[config.mk]
export PLATFORM = sky130hd
export DESIGN_NAME = tic_top
export DESIGN_NICKNAME = d
export VERILOG_FILES = /design/src/inc/tic_pkg.sv /design/src/hw/tic_top.sv
export VERILOG_INCLUDE_DIRS = /design/src /design/src/inc
export SDC_FILE = /design/constraint.sdc
export NUM_CORES = 1
export LEC_CHECK = 0
export BUFFER_PORTS_ARGS = -buffer_cell sky130_fd_sc_hd__buf_4
export CELL_PAD_IN_SITES_DETAIL_PLACEMENT = 0
export CELL_PAD_IN_SITES_GLOBAL_PLACEMENT = 1
export CORE_MARGIN = 2
export CORE_UTILIZATION = 37
export DETAILED_ROUTE_END_ITERATION = 12
export GPL_TIMING_DRIVEN = 0
export PLACE_DENSITY_LB_ADDON = 0.1
export SLEW_MARGIN = 40
export SYNTH_ARGS = -nofsm -noshare
export SYNTH_HDL_FRONTEND = slang
export SYNTH_SLANG_ARGS = --single-unit
[constraint.sdc]
create_clock -name hclk -period 2.2 [get_ports hclk]
set_clock_uncertainty 0.15 [all_clocks]
set_input_delay 0.11 -clock hclk [delete_from_list [all_inputs] [get_ports hclk]]
set_output_delay 0.11 -clock hclk [all_outputs]
set_load 0.03 [all_outputs]
[src/inc/tic_defs.svh]
`ifndef TIC_DEFS_SVH
`define TIC_DEFS_SVH

// Register indices; the bus byte address is four times the index.
`define TIC_IDX_CMP_CTRL     8'h1F
`define TIC_IDX_IRQ_FLAGS    8'h2A
`define TIC_IDX_IRQ_MASK     8'h2B
`define TIC_IDX_SYNC_CTRL    8'h2F
`define TIC_IDX_CAPTURE_LO   8'h30
`define TIC_IDX_CAPTURE_HI   8'h31
`define TIC_IDX_INPUT_OFF    8'h32

// Field positions in the timer flag and mask registers.
`define TIC_BIT_OVERFLOW     0
`define TIC_BIT_MATCH_A      1
`define TIC_BIT_MATCH_B      2
`define TIC_BIT_CAPTURE      5

// Field positions in the comparator control and status register.
`define TIC_BIT_CMP_OFF      7
`define TIC_BIT_CMP_RESULT   5
`define TIC_BIT_CMP_FLAG     4
`define TIC_BIT_CMP_IE       3
`define TIC_BIT_CMP_CAPTURE  2

// Field positions in the synchronisation control register.
`define TIC_BIT_SYNC_HOLD    7
`define TIC_BIT_PRESCALE_CLR 0

// Writable bits and reset values.
`define TIC_TIMER_BITS       8'h27
`define TIC_INPUT_OFF_BITS   2'h3
`define TIC_RESET_BYTE       8'h00

// Comparator interrupt modes.
`define TIC_CMP_TOGGLE       2'h0
`define TIC_CMP_FALLING      2'h2
`define TIC_CMP_RISING       2'h3

// Capture noise filter needs this many equal samples.
`define TIC_FILTER_SAMPLES   4

`endif

[src/inc/tic_pkg.sv]
package tic_pkg;

	// Bus slave phase, one-hot.
	typedef enum logic [2:0] {
		TIC_BUS_IDLE  = 3'b001,
		TIC_BUS_WRITE = 3'b010,
		TIC_BUS_READ  = 3'b100
	} tic_bus_t;

	// View of the counter core that this block watches.
	typedef struct packed {
		logic [15:0] count_value;
		logic [15:0] compare_a_value;
		logic [15:0] compare_b_value;
		logic [3:0]  waveform_mode;
		logic        timer_tick;
		logic        count_overflow;
		logic        capture_edge_select;
		logic        capture_noise_filter;
	} tic_timer_view_t;

	// Whole state of the block.
	typedef struct packed {
		tic_bus_t    bus;
		logic [7:0]  idx;
		logic        hready;
		logic [31:0] hrdata;
		logic        cmp_sync1;
		logic        cmp_result;
		logic        cmp_prev;
		logic [3:0]  cap_hist;
		logic        cap_filt;
		logic        cap_filt_prev;
		logic        cmp_off;
		logic        cmp_flag;
		logic        cmp_ie;
		logic        cmp_capture;
		logic [1:0]  cmp_mode;
		logic [7:0]  tflags;
		logic [7:0]  tmask;
		logic        sync_hold;
		logic        prescale_clr;
		logic [1:0]  input_off;
		logic [15:0] capture_value;
		logic [7:0]  temp_hi;
		logic [4:0]  irq;
		logic [1:0]  pin_in;
	} tic_state_t;

endpackage : tic_pkg

[src/hw/tic_top.sv]
// Notes on behaviour
// [RULE1] A capture event copies the 16-bit counter into the capture register.
// [RULE2] Capture reads as two bytes through a shared 8-bit high-byte latch.
// [RULE3] Mask bits 5,2,1,0 enable sources; interrupt needs enable, flag, global flag.
// [RULE4] Software writes zero to reserved bits of mask, flag, sync registers.
// [RULE5] Capture flag sets on capture, or on reaching TOP when capture is TOP.
// [RULE6] Timer flags clear on vector taken or on writing one; zero keeps.
// [RULE7] Match flags set the timer cycle after counter equals compare value.
// [RULE8] A forced compare strobe never sets a match flag.
// [RULE9] Overflow flag sets on overflow in Normal/CTC, else at mode's point.
// [RULE10] With sync hold set, a written prescaler clear is kept asserted.
// [RULE11] Writing sync hold to zero clears prescaler clear in hardware.
// [RULE12] Prescaler clear resets prescaler and self-clears unless sync hold is set.
// [RULE13] Comparator result bit is synchronised, one to two cycles, read-only.
// [RULE14] Comparator flag sets on selected event; interrupt needs enable and global.
// [RULE15] Comparator flag clears on vector taken or on writing one.
// [RULE16] Comparator mode: 00 toggle, 01 reserved, 10 falling, 11 rising.
// [RULE17] Software disables comparator interrupt before changing mode or power bit.
// [RULE18] Comparator-to-capture bit routes the comparator into the capture front end.
// [RULE19] Comparator register bit 6 always reads zero.
// [RULE20] Input-off bits force the matching pin input bit to read zero.
// [RULE21] When capture value is TOP, the capture pin is disconnected.
// [RULE22] Edge select zero means falling edge, one means rising edge.
// [RULE23] Noise filter passes a change only after four equal samples.
// [RULE24] One request line per source; acknowledge clears the source flag.
`include "tic_defs.svh"
`timescale 1ns/1ps
`default_nettype none

module tic_top (
	// Clock and reset.
	input  wire logic                     hclk,
	input  wire logic                     hresetn,
	// AHB-Lite slave port.
	input  wire logic                     hsel,
	input  wire logic [31:0]              haddr,
	input  wire logic [1:0]               htrans,
	input  wire logic                     hwrite,
	input  wire logic [2:0]               hsize,
	input  wire logic [31:0]              hwdata,
	input  wire logic                     hready,
	output logic                          hreadyout,
	output logic [31:0]                   hrdata,
	output logic                          hresp,
	// Counter core view and global interrupt flag.
	input  wire tic_pkg::tic_timer_view_t timer_view,
	input  wire logic                     global_irq_enable,
	// Capture pin, comparator and its digital pins.
	input  wire logic                     capture_pin,
	input  wire logic                     comparator_raw,
	input  wire logic [1:0]               pin_raw,
	output logic [1:0]                    pin_in,
	output logic                          comparator_power_off,
	// Prescaler control towards the counter core.
	output logic                          prescaler_clear,
	// Interrupt requests and vector acknowledges.
	output logic [4:0]                    irq_req,
	input  wire logic [4:0]               irq_ack
);

	// All state is one packed struct; s_d is its next value.
	tic_pkg::tic_state_t s_q;
	tic_pkg::tic_state_t s_d;
	// Pin levels after the input-off gate.
	logic [1:0]          pin_gated;

	// Top value of the counter for each waveform mode.
	// Mode 13 is reserved and falls to the full range.
	function automatic logic [15:0] top_of(input logic [3:0] mode, input logic [15:0] cap,
		input logic [15:0] cmp_a);
		unique case (mode)
			4'h1, 4'h5:                      top_of = 16'h00FF;
			4'h2, 4'h6:                      top_of = 16'h01FF;
			4'h3, 4'h7:                      top_of = 16'h03FF;
			4'h8, 4'hA, 4'hC, 4'hE:          top_of = cap;
			4'h4, 4'h9, 4'hB, 4'hF:          top_of = cmp_a;
			default:                         top_of = 16'hFFFF;
		endcase
	endfunction : top_of

	// True in the modes that use the capture register as TOP.
	// There the register is a setting, so the input is ignored.
	function automatic logic capture_is_top(input logic [3:0] mode);
		capture_is_top = (mode == 4'h8) || (mode == 4'hA) || (mode == 4'hC) || (mode == 4'hE);
	endfunction : capture_is_top

	// Overflow event point per waveform mode.
	// Dual-slope modes flag at bottom, single-slope at top.
	function automatic logic overflow_event(input tic_pkg::tic_timer_view_t tv,
		input logic [15:0] top);
		unique case (tv.waveform_mode)
			4'h0, 4'h4, 4'hC:                overflow_event = tv.count_overflow;
			4'h1, 4'h2, 4'h3, 4'h8, 4'h9, 4'hA, 4'hB:
				overflow_event = tv.timer_tick && (tv.count_value == 16'h0000);
			4'h5, 4'h6, 4'h7, 4'hE, 4'hF:
				overflow_event = tv.timer_tick && (tv.count_value == top);
			default:                         overflow_event = 1'b0;
		endcase
	endfunction : overflow_event

	// Byte value of a register as software reads it.
	// Reserved bits read zero, as constants here or because writes mask them.
	function automatic logic [7:0] read_byte(input tic_pkg::tic_state_t s, input logic [7:0] idx);
		unique case (idx)
			`TIC_IDX_CMP_CTRL:   read_byte = {s.cmp_off, 1'b0, s.cmp_result, s.cmp_flag,
				s.cmp_ie, s.cmp_capture, s.cmp_mode}; // [RULE19] [RULE13]
			`TIC_IDX_IRQ_FLAGS:  read_byte = s.tflags;
			`TIC_IDX_IRQ_MASK:   read_byte = s.tmask;
			`TIC_IDX_SYNC_CTRL:  read_byte = {s.sync_hold, 6'h00, s.prescale_clr};
			`TIC_IDX_CAPTURE_LO: read_byte = s.capture_value[7:0];
			`TIC_IDX_CAPTURE_HI: read_byte = s.temp_hi; // [RULE2]
			`TIC_IDX_INPUT_OFF:  read_byte = {6'h00, s.input_off};
			default:             read_byte = 8'h00;
		endcase
	endfunction : read_byte

	// Digital input gating, one identical cell per comparator pin.
	// A disabled pin reads zero one cycle after the write.
	genvar gi;
	generate
		for (gi = 0; gi < 2; gi = gi + 1) begin : g_pin
			assign pin_gated[gi] = pin_raw[gi] & ~s_q.input_off[gi]; // [RULE20]
		end
	endgenerate

	// Next-state logic for the whole block.
	always_comb begin
		// Scratch values, all set at the top of the process.
		logic        take;
		logic        cap_src;
		logic        filt_all_eq;
		logic        cap_edge;
		logic        cap_event;
		logic        cmp_rise;
		logic        cmp_fall;
		logic        cmp_event;
		logic [15:0] top;
		logic [7:0]  tset;
		logic [7:0]  tclr;
		logic [7:0]  wbyte;
		take        = 1'b0;
		cap_src     = 1'b0;
		filt_all_eq = 1'b0;
		cap_edge    = 1'b0;
		cap_event   = 1'b0;
		cmp_rise    = 1'b0;
		cmp_fall    = 1'b0;
		cmp_event   = 1'b0;
		top         = 16'h0000;
		tset        = 8'h00;
		tclr        = 8'h00;
		wbyte       = hwdata[7:0];
		s_d         = s_q;

		// Anything not assigned below keeps its value.

		// Comparator output synchroniser; the first stage feeds only the second.
		// The raw output is asynchronous, so only stage two is used.
		s_d.cmp_sync1  = comparator_raw;
		s_d.cmp_result = s_q.cmp_sync1; // [RULE13]
		s_d.cmp_prev   = s_q.cmp_result;

		// Both edges are decoded; the mode picks which count.
		cmp_rise       = s_q.cmp_result & ~s_q.cmp_prev;
		cmp_fall       = ~s_q.cmp_result & s_q.cmp_prev;
		unique case (s_q.cmp_mode)
			`TIC_CMP_TOGGLE:  cmp_event = cmp_rise | cmp_fall; // [RULE16]
			`TIC_CMP_FALLING: cmp_event = cmp_fall; // [RULE16]
			`TIC_CMP_RISING:  cmp_event = cmp_rise; // [RULE16]
			default:          cmp_event = 1'b0; // Reserved code raises nothing.
		endcase

		// Capture front end: source select, noise filter, edge select.
		// Four agreeing samples cost latency but reject glitches.
		cap_src = s_q.cmp_capture ? s_q.cmp_result : capture_pin; // [RULE18]
		s_d.cap_hist = {s_q.cap_hist[2:0], cap_src};
		filt_all_eq  = (s_q.cap_hist == {`TIC_FILTER_SAMPLES{1'b1}}) ||
			(s_q.cap_hist == {`TIC_FILTER_SAMPLES{1'b0}});

		// With the filter off the source passes straight on.
		if (timer_view.capture_noise_filter) begin
			if (filt_all_eq) begin
				s_d.cap_filt = s_q.cap_hist[0]; // [RULE23]
			end
		end else begin
			s_d.cap_filt = cap_src;
		end

		// The previous filtered value is the edge reference.
		s_d.cap_filt_prev = s_q.cap_filt;
		cap_edge  = timer_view.capture_edge_select ? (s_q.cap_filt & ~s_q.cap_filt_prev)
			: (~s_q.cap_filt & s_q.cap_filt_prev); // [RULE22]
		// In capture-as-TOP modes pin and comparator are cut off.
		cap_event = cap_edge && !capture_is_top(timer_view.waveform_mode); // [RULE21]
		if (cap_event) begin
			s_d.capture_value = timer_view.count_value; // [RULE1]
		end

		// Timer flag set events; forced compares have no path here.
		// One tick per timer clock, so a long match sets once.

		// Overflow at TOP needs the top of the current mode.
		top = top_of(timer_view.waveform_mode, s_q.capture_value, timer_view.compare_a_value);
		tset[`TIC_BIT_MATCH_A] = timer_view.timer_tick &&
			(timer_view.count_value == timer_view.compare_a_value); // [RULE7] [RULE8]
		tset[`TIC_BIT_MATCH_B] = timer_view.timer_tick &&
			(timer_view.count_value == timer_view.compare_b_value); // [RULE7] [RULE8]
		tset[`TIC_BIT_OVERFLOW] = overflow_event(timer_view, top); // [RULE9]
		if (capture_is_top(timer_view.waveform_mode)) begin
			tset[`TIC_BIT_CAPTURE] = timer_view.timer_tick &&
				(timer_view.count_value == s_q.capture_value); // [RULE5]
		end else begin
			tset[`TIC_BIT_CAPTURE] = cap_event; // [RULE5]
		end

		// Vector acknowledges clear their flags.
		// An acknowledge is a one-cycle pulse; it only clears.
		tclr[`TIC_BIT_OVERFLOW] = irq_ack[0]; // [RULE24] [RULE6]
		tclr[`TIC_BIT_MATCH_A]  = irq_ack[1]; // [RULE24] [RULE6]
		tclr[`TIC_BIT_MATCH_B]  = irq_ack[2]; // [RULE24] [RULE6]
		tclr[`TIC_BIT_CAPTURE]  = irq_ack[3]; // [RULE24] [RULE6]

		// Prescaler clear drops after one cycle unless sync hold keeps it.
		// A write below may still override this.
		if (!s_q.sync_hold) begin
			s_d.prescale_clr = 1'b0; // [RULE12]
		end

		// Bus slave: writes land in the data phase with zero wait states.
		// Reads wait one cycle so hrdata comes from a register.
		// Ready rises again after a read's wait state.
		s_d.hready = 1'b1;
		s_d.bus    = tic_pkg::TIC_BUS_IDLE;
		unique case (s_q.bus)
			tic_pkg::TIC_BUS_WRITE: begin
				unique case (s_q.idx)
					`TIC_IDX_CMP_CTRL: begin
						// The result bit is read-only.
						s_d.cmp_off     = wbyte[`TIC_BIT_CMP_OFF];
						s_d.cmp_ie      = wbyte[`TIC_BIT_CMP_IE];
						s_d.cmp_capture = wbyte[`TIC_BIT_CMP_CAPTURE];
						s_d.cmp_mode    = wbyte[1:0];
						if (wbyte[`TIC_BIT_CMP_FLAG]) begin
							s_d.cmp_flag = 1'b0; // [RULE15]
						end
					end
					`TIC_IDX_IRQ_FLAGS: tclr = tclr | (wbyte & `TIC_TIMER_BITS); // [RULE6]
					`TIC_IDX_IRQ_MASK:  s_d.tmask = wbyte & `TIC_TIMER_BITS; // [RULE3]
					`TIC_IDX_SYNC_CTRL: begin
						// Hold keeps a written clear; leaving it drops it.
						s_d.sync_hold    = wbyte[`TIC_BIT_SYNC_HOLD]; // [RULE10]
						s_d.prescale_clr = wbyte[`TIC_BIT_SYNC_HOLD] ?
							(wbyte[`TIC_BIT_PRESCALE_CLR] | s_q.prescale_clr) // [RULE10]
							: wbyte[`TIC_BIT_PRESCALE_CLR]; // [RULE11] [RULE12]
					end
					`TIC_IDX_INPUT_OFF: s_d.input_off = wbyte[1:0] & `TIC_INPUT_OFF_BITS;
					default: ;
				endcase
			end
			tic_pkg::TIC_BUS_READ: begin
				// The read is served one cycle late so that a write just before it is seen.
				// Only the low capture byte loads the latch.
				s_d.hrdata = {24'h000000, read_byte(s_q, s_q.idx)};
				if (s_q.idx == `TIC_IDX_CAPTURE_LO) begin
					s_d.temp_hi = s_q.capture_value[15:8]; // [RULE2]
				end
			end
			default: ;
		endcase

		// Address bits above the map make the access unmapped.
		take = hsel && htrans[1] && hready && s_q.hready;
		if (take) begin
			s_d.idx = (haddr[31:10] == 22'h000000) ? haddr[9:2] : 8'h00;
			if (hwrite) begin
				s_d.bus = tic_pkg::TIC_BUS_WRITE;
			end else begin
				s_d.bus    = tic_pkg::TIC_BUS_READ;
				s_d.hready = 1'b0;
			end
		end

		// Flags: a set in the same cycle as a clear wins.
		// A lost event is worse than a second interrupt.
		s_d.tflags = ((s_q.tflags & ~tclr) | tset) & `TIC_TIMER_BITS;
		if (irq_ack[4]) begin
			s_d.cmp_flag = 1'b0; // [RULE15] [RULE24]
		end
		if (cmp_event) begin
			s_d.cmp_flag = 1'b1; // [RULE14]
		end

		// Requests gated by enable and the global interrupt flag.
		// They are registered, one cycle behind the flag.
		s_d.irq[0] = s_q.tflags[`TIC_BIT_OVERFLOW] & s_q.tmask[`TIC_BIT_OVERFLOW]
			& global_irq_enable; // [RULE3] [RULE24]
		s_d.irq[1] = s_q.tflags[`TIC_BIT_MATCH_A] & s_q.tmask[`TIC_BIT_MATCH_A]
			& global_irq_enable; // [RULE3] [RULE24]
		s_d.irq[2] = s_q.tflags[`TIC_BIT_MATCH_B] & s_q.tmask[`TIC_BIT_MATCH_B]
			& global_irq_enable; // [RULE3] [RULE24]
		s_d.irq[3] = s_q.tflags[`TIC_BIT_CAPTURE] & s_q.tmask[`TIC_BIT_CAPTURE]
			& global_irq_enable; // [RULE3] [RULE24]

		// The comparator enable sits in its own register.
		s_d.irq[4] = s_q.cmp_flag & s_q.cmp_ie & global_irq_enable; // [RULE14]

		// Port input bits after the input-off gate.
		s_d.pin_in = pin_gated;
	end

	// State register; reset loads constants only.
	// The bus must show ready while in reset.
	always_ff @(posedge hclk or negedge hresetn) begin
		if (!hresetn) begin
			s_q        <= '0;
			s_q.bus    <= tic_pkg::TIC_BUS_IDLE;
			s_q.hready <= 1'b1;
		end else begin
			s_q <= s_d;
		end
	end

	// Outputs straight from the state register.
	// The slave never signals an error.
	assign hreadyout            = s_q.hready;
	assign hrdata               = s_q.hrdata;
	assign hresp                = 1'b0 & s_q.hready;
	assign pin_in               = s_q.pin_in;
	assign comparator_power_off = s_q.cmp_off;
	assign prescaler_clear      = s_q.prescale_clr;
	assign irq_req              = s_q.irq;

endmodule : tic_top

`default_nettype wire

Word-level counts from Yosys, hierarchy flattened
Index checks and enable logic that the tools add are counted.
- input bits: 140
- bits in registers: 78
- output and inout bits: 43
- logic and storage cells: 144
- bitwise gates (word level): 28
- mux-type cells: 25
- reductions and logical operators: 36
- equality and inequality tests: 31
- operators with widths (cell ; count):
    one-hot mux 16 bit (5 select lines) ; 1
    equality test 16 bit ; 4
    one-hot mux 8 bit (7 select lines) ; 1
    equality test 8 x 6 -> 1 bit (second input constant) ; 6
    equality test 4 bit (second input constant) ; 8
    logical NOT 22 bit ; 1
    AND 1 bit ; 16
    equality test 4 x 3 -> 1 bit (second input constant) ; 4
    logical NOT 16 bit ; 1
    two-way mux 1 bit ; 12
    two-way mux 12 bit ; 1
    two-way mux 6 bit ; 2
    bitwise OR 6 bit ; 2
    two-way mux 5 bit ; 2
    AND reduction 2 bit ; 5
    logical AND 1 bit ; 9
    nonzero test 3 bit ; 3
    equality test 4 x 2 -> 1 bit (second input constant) ; 2
    equality test 8 x 5 -> 1 bit (second input constant) ; 1
    logical NOT 4 bit ; 2
    two-way mux 8 bit ; 1
    OR reduction 4 bit ; 2
    OR reduction 7 bit ; 1
    AND 6 bit ; 1
    other kinds (18) ; 32

Longest topological paths before layout
- word-level depth: 8
- depth in mapped cells: 9
- gate-level depth less buffers: 7

Least setup slack after synthesis
Ideal clock, no wire load.
- path kind: register -> register
- start point: register s_q[108] (netlist bit)
- end point: register s_q[10] (netlist bit)
- arrival: 1.578 ns
- buffers on the path: 0
- data required time: 1.925 ns
- library setup time: 0.125 ns
- clock period less this slack: 1.852 ns
- stages on the path, launching flop included: 4
- path slack: 0.348 ns
- path through: dfrtp_1 > nor3b_1 > nand2_1 > mux2_2
- longest elaborated chain between the ends: 2
- ends and longest elaborated chain (item ; RTL line ; source):
    start, declared ; tic_top.sv:62 ; tic_pkg::tic_state_t s_q;
    equality test 3 bit ; tic_top.sv:234 ; unique case (s_q.bus)
    AND reduction 2 bit (no line) ; n/a ;
No other way between the ends.
A chain may end at the register's enable or synchronous reset.

Worst setup path in the final report
- start point: register s_q[106] (netlist bit)
- end point: register s_q[32] (netlist bit)
- longest elaborated chain between the ends: 2
- ends and longest elaborated chain (item ; RTL line ; source):
    equality test 8 x 6 -> 1 bit ; tic_top.sv:236 ; unique case (s_q.idx)
    AND reduction 2 bit (no line) ; n/a ;
No other way between the ends.

==> flow_summary.html <==
<table>
<tr><th>Metric</th><th>Value</th></tr>
<tr><th colspan="2">Status</th></tr>
<tr><td>Run status</td><td>complete, no violations</td></tr>
<tr><th colspan="2">Power and ir drop</th></tr>
<tr><td>Overall Power</td><td>4.265 mW</td></tr>
<tr><td>Power density relative to cell area</td><td>roughly 650 nW/um^2</td></tr>
<tr><td>Static leakage</td><td>2.987 nW</td></tr>
<tr><td>Worst supply voltage drop on vdd</td><td>around 380 uV</td></tr>
<tr><th colspan="2">Synth</th></tr>
<tr><td>Leading area contributor after synthesis</td><td>sky130_fd_sc_hd__dfrtp_1</td></tr>
<tr><td>Top cell type's share of synthesized area</td><td>about two fifths</td></tr>
<tr><td>Post-synth top flop</td><td>sky130_fd_sc_hd__dfrtp_1</td></tr>
<tr><td>Share of the yosys chip area belonging to registers</td><td>just over 40%</td></tr>
<tr><td>Yosys warns</td><td>0</td></tr>
<tr><td>Flip-flop and latch count after synthesis</td><td>78</td></tr>
<tr><td>Most area-consuming cells after synthesis</td><td>sky130_fd_sc_hd__dfrtp_1, sky130_fd_sc_hd__mux2_2, sky130_fd_sc_hd__xor2_1</td></tr>
<tr><td>Number of synthesized flops with an enable pin</td><td>0</td></tr>
<tr><td>Unique cell type count in the Yosys netlist</td><td>60</td></tr>
<tr><td>Synthesized area per cell</td><td>slightly above 10 sq um</td></tr>
<tr><td>Async set-reset flop share out of synthesis</td><td>100.0%</td></tr>
<tr><td>Post-synthesis instance area</td><td>around 4700 sq um</td></tr>
<tr><td>Number of standard cells after synthesis</td><td>~470</td></tr>
<tr><th colspan="2">Floorplanning</th></tr>
<tr><td>Number of core rows</td><td>41</td></tr>
<tr><td>Overall die area</td><td>roughly 14000 sq um</td></tr>
<tr><td>Boundary Pins</td><td>roughly 180</td></tr>
<tr><td>Chip Height</td><td>roughly 120 microns</td></tr>
<tr><td>Horizontal extent of the die</td><td>between 100 and 150 microns</td></tr>
<tr><td>Initial Util</td><td>37.64%</td></tr>
<tr><td>Area inside the core boundary</td><td>between 10000 and 15000 sq um</td></tr>
<tr><th colspan="2">Layout</th></tr>
<tr><td>Count of filler cells inserted in the layout</td><td>1218</td></tr>
<tr><td>Fraction of final layout cells sized beyond drive strength 1</td><td>between 30% and 40%</td></tr>
<tr><td>Multi-input logic area</td><td>roughly 2400 sq um</td></tr>
<tr><td>Synth-to-Final Area Change</td><td>38.42%</td></tr>
<tr><td>Layout net count</td><td>790</td></tr>
<tr><td>Final standard cell count with taps included and fillers excluded</td><td>about 830</td></tr>
<tr><td>FF/Latch Area</td><td>1954 sq um</td></tr>
<tr><td>Antenna diode count</td><td>0</td></tr>
<tr><td>Most common library cell in the layout ignoring fill and taps</td><td>sky130_fd_sc_hd__buf_4</td></tr>
<tr><td>Highest-count cells in the layout ignoring fill and taps</td><td>sky130_fd_sc_hd__buf_4, sky130_fd_sc_hd__dfrtp_1, sky130_fd_sc_hd__xor2_1, sky130_fd_sc_hd__mux2_2, sky130_fd_sc_hd__dlygate4sd3_1</td></tr>
<tr><th colspan="2">Clock network</th></tr>
<tr><td>Root buffer cell</td><td>sky130_fd_sc_hd__clkbuf_16</td></tr>
<tr><td>Clock slew at reported path FFs</td><td>about 50 ps</td></tr>
<tr><td>Number of buffers created by CTS</td><td>9</td></tr>
<tr><td>Number of buffers on the longest clock path</td><td>2</td></tr>
<tr><td>Clock H-tree levels</td><td>3</td></tr>
<tr><td>CTS tree</td><td>built</td></tr>
<tr><td>Clock tree sinks</td><td>between 70 and 80</td></tr>
<tr><td>Clock insertion delay at the later pin of the skew report</td><td>approximately 330 ps</td></tr>
<tr><th colspan="2">STA</th></tr>
<tr><td>Highest clock frequency the design can meet</td><td>478.8 MHz</td></tr>
<tr><td>Slew headroom</td><td>a little over half</td></tr>
<tr><td>Endpoints failing hold</td><td>0</td></tr>
<tr><td>Worst-margin pin slew</td><td>between 600 and 700 ps</td></tr>
<tr><td>Post-route fraction of the period consumed by the critical path</td><td>94.93%</td></tr>
<tr><td>Pins over their slew limit</td><td>0</td></tr>
<tr><td>Worst Hold Slack</td><td>between 60 and 70 ps</td></tr>
<tr><td>Clock period minus final worst setup slack</td><td>2088 ps</td></tr>
<tr><td>RSZ-0062 raised after global routing</td><td>no</td></tr>
<tr><td># setup viols final</td><td>0</td></tr>
<tr><th colspan="2">Placed design</th></tr>
<tr><td>Count of buffers inserted at the top-level ports</td><td>approximately 110</td></tr>
<tr><td>GPL Wtd Cong</td><td>between 0.8 and 0.9</td></tr>
<tr><td>HPWL after detailed placement</td><td>around 10000 microns</td></tr>
<tr><td>Placed cells</td><td>~770</td></tr>
<tr><th colspan="2">Critical path</th></tr>
<tr><td>Sequence of cells on the critical path</td><td>nor2_1 -&gt; nand4_1 -&gt; or4b_1 -&gt; mux2_2</td></tr>
<tr><td>Arrival time at the worst endpoint</td><td>approximately 2200 ps</td></tr>
<tr><td>Number of buffer and inverter instances along the worst setup path</td><td>0</td></tr>
<tr><td>Dominant delay contributor by cell family on the critical path</td><td>simple AND/OR/NAND/NOR gates</td></tr>
<tr><td>Worst setup SP type</td><td>flop</td></tr>
<tr><td>Data required time at the worst endpoint</td><td>approximately 2300 ps</td></tr>
<tr><td>Highest-delay cell along the critical path</td><td>sky130_fd_sc_hd__or4b_1</td></tr>
<tr><td>Delay of the slowest critical-path stage</td><td>600 ps</td></tr>
<tr><td>Maximum net fanout on the critical path</td><td>5</td></tr>
<tr><td>CP endpoint kind</td><td>flop</td></tr>
<tr><td>Type of the worst setup path</td><td>flop to flop</td></tr>
<tr><td>FF-to-FF setup slack</td><td>about 110 ps</td></tr>
<tr><th colspan="2">Route</th></tr>
<tr><td>Count of routing violations after the opening detailed-route iteration</td><td>roughly 180</td></tr>
<tr><td>Wire length per cell</td><td>between 15 and 20 microns</td></tr>
<tr><td>Total routed wirelength</td><td>approximately 13000 microns</td></tr>
<tr><td>Detailed Routing Iterations Pass 1</td><td>4</td></tr>
<tr><td>Via density per instance</td><td>between 4 and 5</td></tr>
<tr><td>Vias</td><td>~4.0k</td></tr>
<tr><td>DRC viols</td><td>0</td></tr>
<tr><td>Routed Antenna Nets</td><td>0</td></tr>
<tr><th colspan="2">GRT</th></tr>
<tr><td>Total gr overflow</td><td>0</td></tr>
<tr><td>Antenna violations before repair</td><td>0</td></tr>
<tr><td>Total global routing track utilization</td><td>19.94%</td></tr>
<tr><td>Pin count of the biggest net entering global routing</td><td>between 70 and 80</td></tr>
<tr><td>Wire length of the first global-routing pass</td><td>approximately 20000 microns</td></tr>
<tr><td>Via count of the first global-routing pass</td><td>3990</td></tr>
<tr><th colspan="2">Job</th></tr>
<tr><td>Count of maximum capacitance violations</td><td>0</td></tr>
<tr><th colspan="2">Worst hold path</th></tr>
<tr><td>Hold Path Class</td><td>input pin to flop</td></tr>
</table>
[what timing repair did]
item | 4_1_cts | 5_1_grt
buffers inserted | 0 | 3
hold buffers | 35 | 0
setup endpoints to repair | 15 | 9
cloned | 0 | 0
resized for setup | 4 | 2
endpoints found under the hold margin | 117 | 0
pin swaps | 0 | 2
[Yosys cell counts, drive strengths merged (2+ instances only)]
library cell  instances
nand3                 3
nand3b                5
xor2                 38
nand2b                2
xnor2                20
a211o                 6
a32oi                 2
mux2                 39
mux2i                 4
and3                  7
a22o                  9
a22oi                 2
dfstp                 2
o31ai                 2
and2                  2
nor3b                 3
o21ai                12
nor4                 20
dfrtp                76
nand2                24
nor2                 28
a21oi                19
nor2b                 6
a222oi                4
nor3                  6
a32o                  2
buf                  51
a31oi                 6
nand4                 9
a221oi                2
o211ai                2
ha                    2
inv                  11
o22ai                 9
clkbuf               16
[report_power, final]
part           internal [mW]  switching (mW)
sequential              1.61           0.215
clock                  0.825           0.533
combinational          0.569           0.516
[sequential cells by signal, indices dropped and copies added (netlist names)]
name / cells
prescaler_clear: 1
pin_in: 2
s_q: 54
irq_req: 5
hreadyout: 1
hrdata: 8
comparator_power_off: 1
s_d: 6
[tightest hold or removal path: stages]
cell	delay, ps
sky130_fd_sc_hd__clkbuf_1	210
sky130_fd_sc_hd__nand2_1	100
sky130_fd_sc_hd__o21ai_0	70
[final timing paths]
| path | start | end | cells past startpoint |
|---|---|---|---|
| worst max-delay path | s_q[106] | s_q[32] | 4 |
| worst min-delay path | timer_view[41] | s_q[16] | 3 |
| worst max register to register | s_q[106] | s_q[32] | 4 |
| worst min register to register | s_d[64] | s_d[63] | 0 |
| max in group asynchronous | hresetn | s_q[19] | 2 |
| min in group asynchronous | hresetn | s_q[104] | 2 |
[metrics by stage]
stage | worst slack, ps | util, % | instance area, sq um | setup TNS (ps)
after floorplan | 347.7 | - | 4802 | 0
after global placement | -384.3 | 46.62 | 5836 | -4562
after detailed placement | -97.92 | 46.69 | 5844 | -1162
after CTS | 53.01 | 51.83 | 6487 | 0
after global routing | 7.550 | 52.11 | 6523 | 0
final | 111.5 | 52.11 | 6523 | 0
[logic make-up (layout without fill, tap and decap cells)]
| kind of cell | after synthesis | count (layout) | share of synthesized area [%] |
|---|---|---|---|
| and+or+nand+nor | 122 | 122 | 14.42 |
| AOI/OAI and AO/OA | 84 | 84 | 12.48 |
| DFF | 78 | 78 | 41.48 |
| buffers and inverters | 78 | 241 | 9.984 |
| xor gates and xnor gates | 58 | 58 | 10.78 |
| muxes | 43 | 43 | 10.25 |
| adders and majority gates | 2 | 2 | 0.5310 |
| other | 1 | 25 | 0.07958 |
[layer usage]
| layer | GRT usage, % | share of wire, % |
|---|---|---|
| met1 | 26.70 | 47 |
| met2 | 33.26 | 48 |
| met3 | 2.729 | 3.9 |
| met4 | 7.059 | 1.8 |
| met5 | 0 | 0 |
[cell type report]
| type | count | area share (%) |
|---|---|---|
| plain buffers | 67 | 6.580 |
| clock buffers | 15 | 4.105 |
| clock inverters | 1 | 0.07673 |
| inverters | 11 | 0.6330 |
| multi-input cells | 334 | 37.02 |
| flip-flops and latches | 78 | 29.96 |
| well taps | 172 | 3.299 |
| repair buffers | 147 | 18.32 |
Note: power is estimated with default switching activity, not from simulation.
